<file path="src/logic/irq_pkg.sv">
// Purpose: shared constants and types for the external interrupt block
// Assumes: 25 MHz clock, byte-addressed Avalon-MM register window
// Notes:   vector addresses are program word addresses, two words apart
package irq_pkg;

	// =========================================================
	// vector table
	localparam int unsigned NUM_VEC    = 28;
	localparam int unsigned IDX_W      = 5;
	localparam int unsigned VEC_W      = 16;
	localparam int unsigned VEC_STEP   = 2;
	localparam logic [15:0] VEC_RESET  = 16'h0000;
	localparam int unsigned IDX_EXT    = 1;
	localparam int unsigned IDX_GRP0   = 2;
	localparam int unsigned NUM_GRP    = 3;
	localparam int unsigned IDX_PERIPH = 5;
	localparam int unsigned NUM_PERIPH = 23;

	// =========================================================
	// pin change inputs and their groups
	localparam int unsigned NUM_PC  = 18;
	localparam int unsigned G0_LO   = 0;
	localparam int unsigned G0_W    = 8;
	localparam int unsigned G1_LO   = 8;
	localparam int unsigned G1_W    = 4;
	localparam int unsigned G2_LO   = 12;
	localparam int unsigned G2_W    = 6;

	// =========================================================
	// register map (byte addresses) and field positions
	localparam logic [7:0] REG_CTRL     = 8'h00;
	localparam logic [7:0] REG_FLAG     = 8'h04;
	localparam logic [7:0] REG_MASK_LO  = 8'h08;
	localparam logic [7:0] REG_MASK_MID = 8'h0c;
	localparam logic [7:0] REG_MASK_HI  = 8'h10;
	localparam logic [7:0] REG_STATUS   = 8'h14;
	localparam int unsigned CTRL_W      = 6;
	localparam int unsigned SENSE_POS   = 0;
	localparam int unsigned EXT_EN_POS  = 2;
	localparam int unsigned GRP_EN_POS  = 3;
	localparam int unsigned FLAG_EXT    = 0;
	localparam int unsigned FLAG_GRP    = 1;
	localparam logic [5:0] CTRL_RST     = 6'h00;
	localparam logic [7:0] MASK_RST     = 8'h00;

	// =========================================================
	// wake-up start-up time
	localparam int unsigned STARTUP_NS  = 4000;
	localparam int unsigned CLK_NS      = 40;
	localparam int unsigned STARTUP_CYC = (STARTUP_NS + CLK_NS - 1) / CLK_NS;
	localparam int unsigned CNT_W       = $clog2(STARTUP_CYC + 1);

	// =========================================================
	// types
	typedef enum logic [1:0] {
		SENSE_LOW  = 2'b00,
		SENSE_ANY  = 2'b01,
		SENSE_FALL = 2'b10,
		SENSE_RISE = 2'b11
	} sense_t;

	typedef enum logic [1:0] {
		ST_AWAKE   = 2'b00,
		ST_SLEEP   = 2'b01,
		ST_STARTUP = 2'b11
	} pwr_state_t;

	typedef struct packed {
		logic             pending;
		logic [IDX_W-1:0] index;
		logic [VEC_W-1:0] vector;
	} irq_out_t;

endpackage : irq_pkg

</file>
<file path="src/logic/ext_irq_and_vector_table.sv">
// Purpose: external pin and pin-change interrupt logic with vector table
// Assumes: core samples irq_out, pulses irq_ack when it takes the vector
// Notes:   pins are asynchronous and pass two flip-flops before use

`timescale 1ns/1ps
`default_nettype none

module ext_irq_and_vector_table (
	input  wire logic                           clk,
	input  wire logic                           rst_n,
	input  wire logic [7:0]                     address,
	input  wire logic                           read,
	input  wire logic                           write,
	input  wire logic [31:0]                    writedata,
	input  wire logic [3:0]                     byteenable,
	output logic      [31:0]                    readdata,
	output logic                                waitrequest,
	input  wire logic                           ext_irq_pin,
	input  wire logic [irq_pkg::NUM_PC-1:0]     pin_change_input,
	input  wire logic [irq_pkg::NUM_PERIPH-1:0] periph_irq,
	input  wire logic                           global_irq_en,
	input  wire logic                           irq_ack,
	input  wire logic                           sleep_cmd,
	input  wire logic                           sleep_idle,
	output irq_pkg::irq_out_t                   irq_out,
	output logic                                io_clk_run,
	output logic                                wake_pulse,
	output logic                                sleep_resume,
	output logic                                reset_fetch
);
	import irq_pkg::*;

	// =========================================================
	// declarations
	logic [NUM_PC:0]        sync1_r;
	logic [NUM_PC:0]        sync2_r;
	logic [NUM_PC-1:0]      pc_prev_r;
	logic                   ext_prev_r;
	logic [CTRL_W-1:0]      ctrl_r;
	logic [G0_W-1:0]        pin_change_mask_lo_r;
	logic [G1_W-1:0]        pin_change_mask_mid_r;
	logic [G2_W-1:0]        pin_change_mask_hi_r;
	logic                   ext_irq_flag_r;
	logic [NUM_GRP-1:0]     pin_change_group_flag_r;
	logic                   waitrequest_r;
	logic [31:0]            readdata_r;
	irq_out_t               irq_out_r;
	pwr_state_t             state_r;
	logic                   idle_mode_r;
	logic [CNT_W-1:0]       startup_cnt_r;
	logic                   io_clk_run_r;
	logic                   wake_pulse_r;
	logic                   sleep_resume_r;
	logic                   booted_r;
	logic                   reset_fetch_r;

	logic [NUM_PC-1:0]      pc_now;
	logic                   ext_now;
	logic [NUM_PC-1:0]      mask_all;
	logic [NUM_PC-1:0]      pc_toggle;
	logic [NUM_GRP-1:0]     grp_hit;
	sense_t                 ext_irq_sense_select;
	logic                   ext_en;
	logic [NUM_GRP-1:0]     pin_change_group_enable;
	logic                   ext_fall;
	logic                   ext_rise;
	logic                   ext_edge_hit;
	logic                   level_mode;
	logic                   ext_level_req;
	logic [NUM_VEC-1:0]     src_req;
	logic                   any_req;
	logic [IDX_W-1:0]       sel_idx;
	logic                   bus_req;
	logic                   wr_acc;
	logic                   wr_lane0;
	logic [31:0]            rd_mux;
	logic                   ack_hit;
	logic                   ext_clr;
	logic [NUM_GRP-1:0]     grp_clr;
	logic                   ext_irq_flag_nxt;
	logic [NUM_GRP-1:0]     pin_change_group_flag_nxt;
	logic                   deep_wake;
	pwr_state_t             state_nxt;
	logic [CNT_W-1:0]       startup_cnt_nxt;
	logic                   startup_done;
	irq_out_t               irq_out_nxt;

	// =========================================================
	// helper functions

	// lowest index wins; index 0 (reset) is never an interrupt source
	function automatic logic [IDX_W-1:0] first_set(
		input logic [NUM_VEC-1:0] req
	);
		logic [IDX_W-1:0] idx;
		idx = '0;
		for (int i = NUM_VEC - 1; i > 0; i--) begin
			if (req[i]) begin
				idx = IDX_W'(i);
			end
		end
		return idx;
	endfunction : first_set

	// vectors sit two words apart from the reset vector upward
	function automatic logic [VEC_W-1:0] vec_of(
		input logic [IDX_W-1:0] idx
	);
		return VEC_RESET + VEC_W'(idx) * VEC_W'(VEC_STEP);
	endfunction : vec_of

	// =========================================================
	// pin synchronisers and captured levels

	// two flops per pin; pins read the same as inputs or outputs
	always_ff @(posedge clk) begin
		if (!rst_n) begin
			sync1_r <= {1'b1, {NUM_PC{1'b0}}}; // ext pin idles high
			sync2_r <= {1'b1, {NUM_PC{1'b0}}};
		end else begin
			sync1_r <= {ext_irq_pin, pin_change_input};
			sync2_r <= sync1_r;
		end
	end

	assign pc_now  = sync2_r[NUM_PC-1:0];
	assign ext_now = sync2_r[NUM_PC];

	// pin-change history runs regardless of the I/O clock
	always_ff @(posedge clk) begin
		if (!rst_n) begin
			pc_prev_r <= '0;
		end else begin
			pc_prev_r <= pc_now;
		end
	end

	// external edge history only advances while the I/O clock runs
	always_ff @(posedge clk) begin
		if (!rst_n) begin
			ext_prev_r <= 1'b1;
		end else if (io_clk_run_r) begin
			ext_prev_r <= ext_now;
		end
	end

	// =========================================================
	// pin change detection
	assign mask_all = {pin_change_mask_hi_r, pin_change_mask_mid_r,
		pin_change_mask_lo_r};

	// per-pin toggle, gated by its mask bit
	for (genvar i = 0; i < NUM_PC; i++) begin : g_pc
		assign pc_toggle[i] = (pc_now[i] ^ pc_prev_r[i]) & mask_all[i];
	end

	assign grp_hit[0] = |pc_toggle[G0_LO +: G0_W];
	assign grp_hit[1] = |pc_toggle[G1_LO +: G1_W];
	assign grp_hit[2] = |pc_toggle[G2_LO +: G2_W];

	// =========================================================
	// external pin sensing
	assign ext_irq_sense_select    = sense_t'(ctrl_r[SENSE_POS +: 2]);
	assign ext_en                  = ctrl_r[EXT_EN_POS];
	assign pin_change_group_enable = ctrl_r[GRP_EN_POS +: NUM_GRP];

	assign ext_fall   = io_clk_run_r & ext_prev_r & ~ext_now;
	assign ext_rise   = io_clk_run_r & ~ext_prev_r & ext_now;
	assign level_mode = (ext_irq_sense_select == SENSE_LOW);

	// sense decode: low level, any change, falling, rising
	always_comb begin
		case (ext_irq_sense_select)
			SENSE_LOW:  ext_edge_hit = 1'b0;
			SENSE_ANY:  ext_edge_hit = ext_fall | ext_rise;
			SENSE_FALL: ext_edge_hit = ext_fall;
			SENSE_RISE: ext_edge_hit = ext_rise;
			default:    ext_edge_hit = 1'b0;
		endcase
	end

	// low level is combinational on the synced pin, no clock gating
	assign ext_level_req = level_mode & ~ext_now;

	// =========================================================
	// request vector and arbitration

	// a source only reaches the table once enabled; others never vector
	assign src_req[0] = 1'b0;
	assign src_req[IDX_EXT] = global_irq_en & ext_en &
		(level_mode ? ext_level_req : ext_irq_flag_r);
	assign src_req[IDX_GRP0 +: NUM_GRP] = pin_change_group_flag_r &
		pin_change_group_enable & {NUM_GRP{global_irq_en}};
	assign src_req[IDX_PERIPH +: NUM_PERIPH] = periph_irq &
		{NUM_PERIPH{global_irq_en}};

	assign any_req = |src_req;
	assign sel_idx = first_set(src_req);

	// =========================================================
	// flag set and clear

	// the core's acknowledge clears the flag of the presented vector
	assign ack_hit = irq_ack & irq_out_r.pending;
	assign ext_clr = (ack_hit && irq_out_r.index == IDX_W'(IDX_EXT)) |
		(wr_lane0 && address == REG_FLAG && writedata[FLAG_EXT]);

	for (genvar g = 0; g < NUM_GRP; g++) begin : g_grp
		assign grp_clr[g] =
			(ack_hit && irq_out_r.index == IDX_W'(IDX_GRP0 + g)) |
			(wr_lane0 && address == REG_FLAG && writedata[FLAG_GRP + g]);
	end

	// a new event wins over a clear in the same cycle
	assign ext_irq_flag_nxt = level_mode ? 1'b0 :
		(ext_edge_hit | (ext_irq_flag_r & ~ext_clr));
	assign pin_change_group_flag_nxt = grp_hit |
		(pin_change_group_flag_r & ~grp_clr);

	always_ff @(posedge clk) begin
		if (!rst_n) begin
			ext_irq_flag_r          <= 1'b0;
			pin_change_group_flag_r <= '0;
		end else begin
			ext_irq_flag_r          <= ext_irq_flag_nxt;
			pin_change_group_flag_r <= pin_change_group_flag_nxt;
		end
	end

	// =========================================================
	// sleep and wake sequencing

	// asynchronous sources only: enabled pin change or held low level
	assign deep_wake = (|(grp_hit & pin_change_group_enable) &
		global_irq_en) | (ext_en & global_irq_en & ext_level_req);
	assign startup_done = (startup_cnt_r == '0);

	always_comb begin
		state_nxt       = state_r;
		startup_cnt_nxt = startup_cnt_r;
		case (state_r)
			ST_AWAKE: begin
				if (sleep_cmd) begin
					state_nxt = ST_SLEEP;
				end
			end
			ST_SLEEP: begin
				if (idle_mode_r && any_req) begin
					state_nxt = ST_AWAKE;
				end else if (!idle_mode_r && deep_wake) begin
					state_nxt       = ST_STARTUP;
					startup_cnt_nxt = CNT_W'(STARTUP_CYC - 1);
				end
			end
			ST_STARTUP: begin
				if (startup_done) begin
					state_nxt = ST_AWAKE;
				end else begin
					startup_cnt_nxt = startup_cnt_r - 1'b1;
				end
			end
			default: begin
				state_nxt = ST_AWAKE;
			end
		endcase
	end

	// state, mode latch and start-up counter
	always_ff @(posedge clk) begin
		if (!rst_n) begin
			state_r       <= ST_AWAKE;
			idle_mode_r   <= 1'b0;
			startup_cnt_r <= '0;
		end else begin
			state_r       <= state_nxt;
			startup_cnt_r <= startup_cnt_nxt;
			if (state_r == ST_AWAKE && sleep_cmd) begin
				idle_mode_r <= sleep_idle;
			end
		end
	end

	// wake outcome: divert only if a request still stands at the end
	always_ff @(posedge clk) begin
		if (!rst_n) begin
			io_clk_run_r   <= 1'b1;
			wake_pulse_r   <= 1'b0;
			sleep_resume_r <= 1'b0;
		end else begin
			io_clk_run_r   <= (state_nxt == ST_AWAKE) ||
				(state_nxt == ST_SLEEP && (state_r == ST_SLEEP ?
				idle_mode_r : sleep_idle));
			wake_pulse_r   <= (state_r != ST_AWAKE) &&
				(state_nxt == ST_AWAKE);
			sleep_resume_r <= (state_r != ST_AWAKE) &&
				(state_nxt == ST_AWAKE) && !any_req;
		end
	end

	// =========================================================
	// core-facing request and reset vector

	// no vector is offered while asleep or starting up
	assign irq_out_nxt.pending = any_req && (state_r == ST_AWAKE) &&
		!ack_hit;
	assign irq_out_nxt.index   = sel_idx;
	assign irq_out_nxt.vector  = vec_of(sel_idx);

	always_ff @(posedge clk) begin
		if (!rst_n) begin
			irq_out_r     <= '{pending: 1'b0, index: '0, vector: VEC_RESET};
			booted_r      <= 1'b0;
			reset_fetch_r <= 1'b0;
		end else begin
			irq_out_r     <= irq_out_nxt;
			booted_r      <= 1'b1;
			reset_fetch_r <= !booted_r;
		end
	end

	// =========================================================
	// Avalon-MM slave: one wait cycle, then the answer
	assign bus_req  = read | write;
	assign wr_acc   = write & ~waitrequest_r;
	assign wr_lane0 = wr_acc & byteenable[0];

	// read mux; unmapped addresses read as zero
	always_comb begin
		rd_mux = '0;
		case (address)
			REG_CTRL:     rd_mux[CTRL_W-1:0] = ctrl_r;
			REG_FLAG:     rd_mux[NUM_GRP:0] =
				{pin_change_group_flag_r, ext_irq_flag_r};
			REG_MASK_LO:  rd_mux[G0_W-1:0] = pin_change_mask_lo_r;
			REG_MASK_MID: rd_mux[G1_W-1:0] = pin_change_mask_mid_r;
			REG_MASK_HI:  rd_mux[G2_W-1:0] = pin_change_mask_hi_r;
			REG_STATUS:   rd_mux[9:0] = {ext_now, io_clk_run_r, state_r,
				irq_out_r.pending, irq_out_r.index};
			default:      rd_mux = '0;
		endcase
	end

	// waitrequest drops for exactly one cycle per request
	always_ff @(posedge clk) begin
		if (!rst_n) begin
			waitrequest_r <= 1'b1;
			readdata_r    <= '0;
		end else begin
			waitrequest_r <= !(bus_req && waitrequest_r);
			if (read && waitrequest_r) begin
				readdata_r <= rd_mux;
			end
		end
	end

	// control and mask registers, byte lane zero only
	always_ff @(posedge clk) begin
		if (!rst_n) begin
			ctrl_r                <= CTRL_RST;
			pin_change_mask_lo_r  <= MASK_RST[G0_W-1:0];
			pin_change_mask_mid_r <= MASK_RST[G1_W-1:0];
			pin_change_mask_hi_r  <= MASK_RST[G2_W-1:0];
		end else if (wr_lane0) begin
			case (address)
				REG_CTRL:     ctrl_r <= writedata[CTRL_W-1:0];
				REG_MASK_LO:  pin_change_mask_lo_r <= writedata[G0_W-1:0];
				REG_MASK_MID: pin_change_mask_mid_r <= writedata[G1_W-1:0];
				REG_MASK_HI:  pin_change_mask_hi_r <= writedata[G2_W-1:0];
				default:      ctrl_r <= ctrl_r;
			endcase
		end
	end

	// =========================================================
	// outputs
	assign readdata     = readdata_r;
	assign waitrequest  = waitrequest_r;
	assign irq_out      = irq_out_r;
	assign io_clk_run   = io_clk_run_r;
	assign wake_pulse   = wake_pulse_r;
	assign sleep_resume = sleep_resume_r;
	assign reset_fetch  = reset_fetch_r;

endmodule : ext_irq_and_vector_table

`default_nettype wire

</file>
<file path="config.mk">
export PLATFORM = sky130hd
export DESIGN_NAME = ext_irq_and_vector_table
export DESIGN_NICKNAME = d
export VERILOG_FILES = /design/src/logic/irq_pkg.sv /design/src/logic/ext_irq_and_vector_table.sv
export SDC_FILE = /design/constraint.sdc
export NUM_CORES = 1
export LEC_CHECK = 0
export BUFFER_PORTS_ARGS = -buffer_cell sky130_fd_sc_hd__buf_2
export CORE_MARGIN = 4
export CORE_UTILIZATION = 55
export DETAILED_ROUTE_END_ITERATION = 10
export PLACE_DENSITY_LB_ADDON = 0.12
export SLEW_MARGIN = 25
export SYNTH_ARGS = -nofsm -noshare
export SYNTH_HDL_FRONTEND = slang
export SYNTH_SLANG_ARGS = --single-unit
</file>
<file path="constraint.sdc">
create_clock -name clk -period 4.3 [get_ports clk]
set_clock_uncertainty 0.15 [all_clocks]
set_input_delay 0.215 -clock clk [delete_from_list [all_inputs] [get_ports clk]]
set_output_delay 0.215 -clock clk [all_outputs]
set_load 0.01 [all_outputs]
</file>
# --- Word-level counts from Yosys, hierarchy flattened ---
# Cells that the tools add are included.
totals:
  input_bits: 94
  output_inout_bits: 59
  reg_bits: 128
  latchBits: 0
  romBits: 0
  mem_bits_rw: 0
  mem_count: 0
  word_cells: 198
op_classes:
  magnitude_cmp: 0
  div_mod_pow: 0
  n_mux: 44
  bitwise_logic: 69
  n_addsub: 1
  multipliers: 0
  reduce_logical: 43
  n_eq_ne: 18
  shifts: 0
op_table:
  columns: ["operator", "count"]
  rows:
  - ["$mux W5", 27]
  - ["$and A1 B1 Y1", 31]
  - ["$reduce_or A27 Y1", 1]
  - ["$pmux W4 S6", 1]
  - ["$and A23 B23 Y23", 1]
  - ["$mux W7", 3]
  - ["$logic_and A1 B1 Y1", 19]
  - ["$xor A1 B1 Y1", 18]
  - ["$eq A8 B4 Y1 const B", 2]
  - ["$eq A8 B5 Y1 const B", 2]
  - ["$pmux W7 S2", 1]
  - ["$and A3 B3 Y3", 4]
  - ["$eq A5 B2 Y1 const B", 2]
  - ["$mux W2", 5]
  - ["$eq A8 B3 Y1 const B", 1]
  - ["$logic_not A8 Y1", 1]
  - ["$or A1 B1 Y1", 8]
  - ["$pmux W2 S4", 1]
  - ["$reduce_and A2 Y1", 4]
  - ["$reduce_or A8 Y1", 1]
  - ["$logic_not A7 Y1", 1]
  - ["$sub A7 B1 Y7 const B", 1]
  - ["$eq A2 B1 Y1 const B", 3]
  - ["$eq A2 B2 Y1 const B", 3]
  - ["19 further kinds", 34]

# --- Depth between registers and ports, before layout ---
depth:
  ltp_word: 28
  ltp_mapped: 8
  depth_no_buf: 7

# --- Least setup slack after synthesis ---
# OpenSTA, ideal clock, no wires.
synth_timing:
  path_kind: "reg-to-reg"
  startpoint: "reg waitrequest_r, in the netlist waitrequest"
  endpoint: "reg pin_change_mask_mid_r[0]"
  path_buffers: 1
  path_stages_with_launch: 7
  synth_period_minus_slack_ns: 1.809
  setup_slack_ns: 2.491
  setup_ns: 0.114
  t_required_ns: 4.036
  t_arrival_ns: 1.544
  path_cell_list: "dfxtp_1 > nand3b_2 > nor3_2 > and3_1 > buf_2 > mux2i_1 > nor2_1"
synth_between:
  elab_chain_cells: 4
synth_rtl:
  columns: ["item", "line_no", "rtl"]
  rows:
  - ["start, declared", "ext_irq_and_vector_table.sv:45", "logic waitrequest_r;"]
  - ["start signal, assigned", "ext_irq_and_vector_table.sv:349", "waitrequest_r <= !(bus_req && waitrequest_r);"]
  - ["$not A1 Y1", "ext_irq_and_vector_table.sv:324", "assign wr_acc = write & ~waitrequest_r;"]
  - ["$and A1 B1 Y1", "ext_irq_and_vector_table.sv:324", null]
  - ["$and A1 B1 Y1", "ext_irq_and_vector_table.sv:325", "assign wr_lane0 = wr_acc & byteenable[0];"]
  - ["$reduce_and A2 Y1 (no source line)", null, null]
  - ["end signal, assigned", "ext_irq_and_vector_table.sv:361", "pin_change_mask_mid_r <= MASK_RST[G1_W-1:0];"]
  - ["end signal, assigned", "ext_irq_and_vector_table.sv:367", "REG_MASK_MID: pin_change_mask_mid_r <= writedata[G1_W-1:0];"]
  - ["end, declared", "ext_irq_and_vector_table.sv:41", "logic [G1_W-1:0] pin_change_mask_mid_r;"]
# Every way passes these cells.
# A chain may end at the register's enable or synchronous reset.

# --- Final worst setup path ---
layout_timing:
  startpoint: "in periph_irq[22] (netlist bit)"
  endpoint: "reg irq_out_r (netlist bit irq_out[2])"
layout_between:
  elab_chain_cells: 28
layout_rtl:
  columns: ["item", "line_no", "rtl"]
  rows:
  - ["start, declared", "ext_irq_and_vector_table.sv:20", "input wire logic [irq_pkg::NUM_PERIPH-1:0] periph_irq,"]
  - ["$and A23 B23 Y23", "ext_irq_and_vector_table.sv:194", "assign src_req[IDX_PERIPH +: NUM_PERIPH] = periph_irq &"]
  - ["$mux W5 (27 in a row)", "ext_irq_and_vector_table.sv:98", "if (req[i]) begin"]
  - ["end signal, assigned", "ext_irq_and_vector_table.sv:311", "irq_out_r <= '{pending: 1'b0, index: '0, vector: VEC_RESET};"]
  - ["end signal, assigned", "ext_irq_and_vector_table.sv:315", "irq_out_r <= irq_out_nxt;"]
  - ["end, declared", "ext_irq_and_vector_table.sv:47", "irq_out_t irq_out_r;"]
# Every way passes these cells.

==> flow_summary.toml <==
[status]
status = "finished, final reports clean"

[sta]
max_slew_margin_pct = 49.96
tightest_slew_ps = 747.2
finalSetupTns_ps = 0
hold_violations = 0
min_period_over_period_pct = 63.46
min_period_ps = 2729
fmax_mhz = 366.5
drv_slew = 0
setup_violations = 0
rsz0062_at_grt = "no"

[finish]
area_growth_pct = 25.61
fill_cells = 675
final_area_um2 = 6400
fin_nets = 763
stdcell_count = 788
antenna_cells = 0
drive_gt1_share_pct = 20.29

[routing]
ant_nets = 0
drc_errors = 0
wirelength_um = 11680
wl_per_cell_um = 14.82
dr.pass1.iters = 5
vias_per_cell = 5.254
vias = 4140
drtIter0Drc = 210

[placement]
gp_congestion = 0.8737
portBuffers = 92
dp.cells = 713
hpwlAfterDp_um = 7800
placed_area_um2 = 5411

[floorplan]
std_cell_rows = 34
io_pins = 153
core_um2 = 8848
die_w_um = 104.2
design.die.area_um2 = 10870
die_h_um = 104.2
start_util_pct = 57.58

[logic_synthesis]
syn_avg_cell_area_um2 = 9.435
synth.most_common_cell = "dfxtp_1"
yosysWarnings = 0
yosysSeqAreaShare_pct = 45.97
ys.flop_type = "dfxtp_1"
synthesis.area_um2 = 5095
synthCells = 540
async_reset_ff_share_pct = 0
synth_cell_types = 60
synthTopCellsByCount = "117 x dfxtp_1, 57 x and2_1, 48 x nor2_1, 38 x buf_4, 28 x a21oi_1"
synth_top_cell_by_area = "dfxtp_1"
synthTopCellsByArea = "dfxtp_1 46%, and2_1 7.0%, buf_4 5.6%"
yosys.area.top_type_share_pct = 45.97
synth_edf_count = 0
yosys_register_bits = 117

[clock_tree]
cts-htree-levels = 4
cts_sinks = 117
hold_buffers = 43
cts-root-buf = "clkbuf_8"
cts_setup_buffers = 0
clockBufferDepth = 2
cts_buffers = 17
worstSkewPairLatency_ps = 510
path_clk_slew_ps = 60
cts_tree = "yes"
ctsResizeCount = 0

[critical_path]
worst-endpoint-required_ps = 4550
end_kind = "flop"
r2r_end = "irq_out[2]"
cp-start-kind = "primary input"
reg2regPathDepth = 7
r2r-start = "ctrl_r[1]"
worstSetupPathType = "in2reg"
critPathArrivalTime_ps = 2980
cp_max_fo = 3
r2r_slack_ps = 1940

[power]
power_leakage_nw = 2.821
ir_drop_mv = 0.3199
power.density_nw_per_um2 = 412.5

[grt]
grt_antenna_before_repair = 0
grt_max_degree = 72
grt_pass1_wl_um = 19290
grtUsageTotal_pct = 21.97
overflow = 0
grt_pass1_vias = 3984

[min_path]
hp-class = "in2reg"
hold_end = "irq_out[3]"
hold_depth = 3
hp-start = "global_irq_en"

[job]
drv_cap = 0
==> metal layers <==
| layer | wire length, um | GRT usage, % | up-vias |
|---|---|---|---|
| met4 | 149 | 6.268 | 0 |
| met2 | 5819 | 38.39 | 147 |
| li1 | - | - | 2083 |
| met3 | 688 | 6.518 | 17 |
| met5 | 0 | 0 | - |
| met1 | 5019 | 26.12 | 1893 |
==> power by group <==
group | switching [mW] | internal [mW]
Sequential | 0.0197 | 1.12
Clock | 0.512 | 0.787
Combinational | 0.107 | 0.0974
Total | 0.639 | 2.00
==> registers in the layout (all words and copies together) (netlist names) <==
name                     cells
sync1_r                     19
sync2_r                     19
pc_prev_r                   18
readdata                    10
pin_change_mask_lo_r         8
startup_cnt_r                7
ctrl_r                       6
irq_out                      6
pin_change_mask_hi_r         6
pin_change_mask_mid_r        4
pin_change_group_flag_r      3
state_r                      2
booted_r                     1
ext_irq_flag_r               1
ext_prev_r                   1
idle_mode_r                  1
io_clk_run                   1
reset_fetch                  1
sleep_resume                 1
waitrequest                  1
wake_pulse                   1
==> worst max-delay path, cell delays in order <==
cell	delay, ps
dlygate4sd3_1	530
buf_2	130
nor2_1	80
o31ai_1	80
a211oi_1	240
o31ai_1	110
a2111oi_0	380
dlygate4sd3_1	600
o22ai_1	70
dlygate4sd3_1	550
==> stage by stage <==
stage          util, %  hold slack, ps  total power, mW  worst slack, ps
2_1_floorplan        -           92.72            1.286             2491
5_1_grt          72.33           55.88            2.736             1436
4_1_cts          72.33           25.31            2.657             1574
3_5_place_dp     61.16           244.3            1.330             1984
6_report         72.33           41.32            2.640             1571
3_3_place_gp     61.16           219.5            1.326             2038
==> worst max-delay path by stage <==
stage | startpoint | endpoint | slack (ps) | cells past startpoint
global placement | address[1] | pin_change_mask_lo_r[2] | 2040 | 7
finish | periph_irq[22] | irq_out[2] | 1570 | 10
floorplan | waitrequest | pin_change_mask_mid_r[0] | 2490 | 6
CTS | periph_irq[22] | irq_out[2] | 1570 | 10
global route | periph_irq[22] | irq_out[2] | 1440 | 10
detailed placement | address[1] | pin_change_mask_lo_r[6] | 1980 | 7
==> cell families after synthesis <==
| group | after synthesis | synth area share [%] |
|---|---|---|
| other | 1 | 0.07360 |
| adder cells (fa/ha/maj) | 2 | 0.4911 |
| AO/OA/AOI/OAI | 94 | 12.60 |
| XOR/XNOR | 22 | 3.782 |
| multiplexers | 29 | 6.508 |
| flip-flops | 117 | 45.97 |
| AND/OR/NAND/NOR | 203 | 21.64 |
| buffers and inverters | 72 | 8.939 |
==> final cells by class <==
cell class | count | area (um^2) | area share [%]
clock buffers | 19 | 431.7 | 6.745
inverters | 11 | 41.29 | 0.6452
flip-flops and latches | 117 | 2342 | 36.60
well taps | 108 | 135.1 | 2.111
clock inverters | 13 | 126.4 | 1.975
multi-input cells | 383 | 2417 | 37.77
repair buffers | 137 | 905.9 | 14.15
==> placed cells by master (no fill, tap or decap), types with 6 or more instances in the layout <==
master	synthesis	routed
o21a_1	7	7
nor3_1	21	21
nand3_1	13	13
a22oi_1	11	11
o21ai_0	9	9
mux2i_1	23	23
buf_2	3	92
inv_1	10	10
nand2_1	25	25
a21oi_1	28	28
dlygate4sd3_1	0	43
dfxtp_1	117	117
and2_1	57	57
xor2_1	20	20
nand4_1	6	6
nor2_1	48	48
conb_1	1	33
clkbuf_16	0	16
No activity file was read; power rests on OpenSTA's default activity.
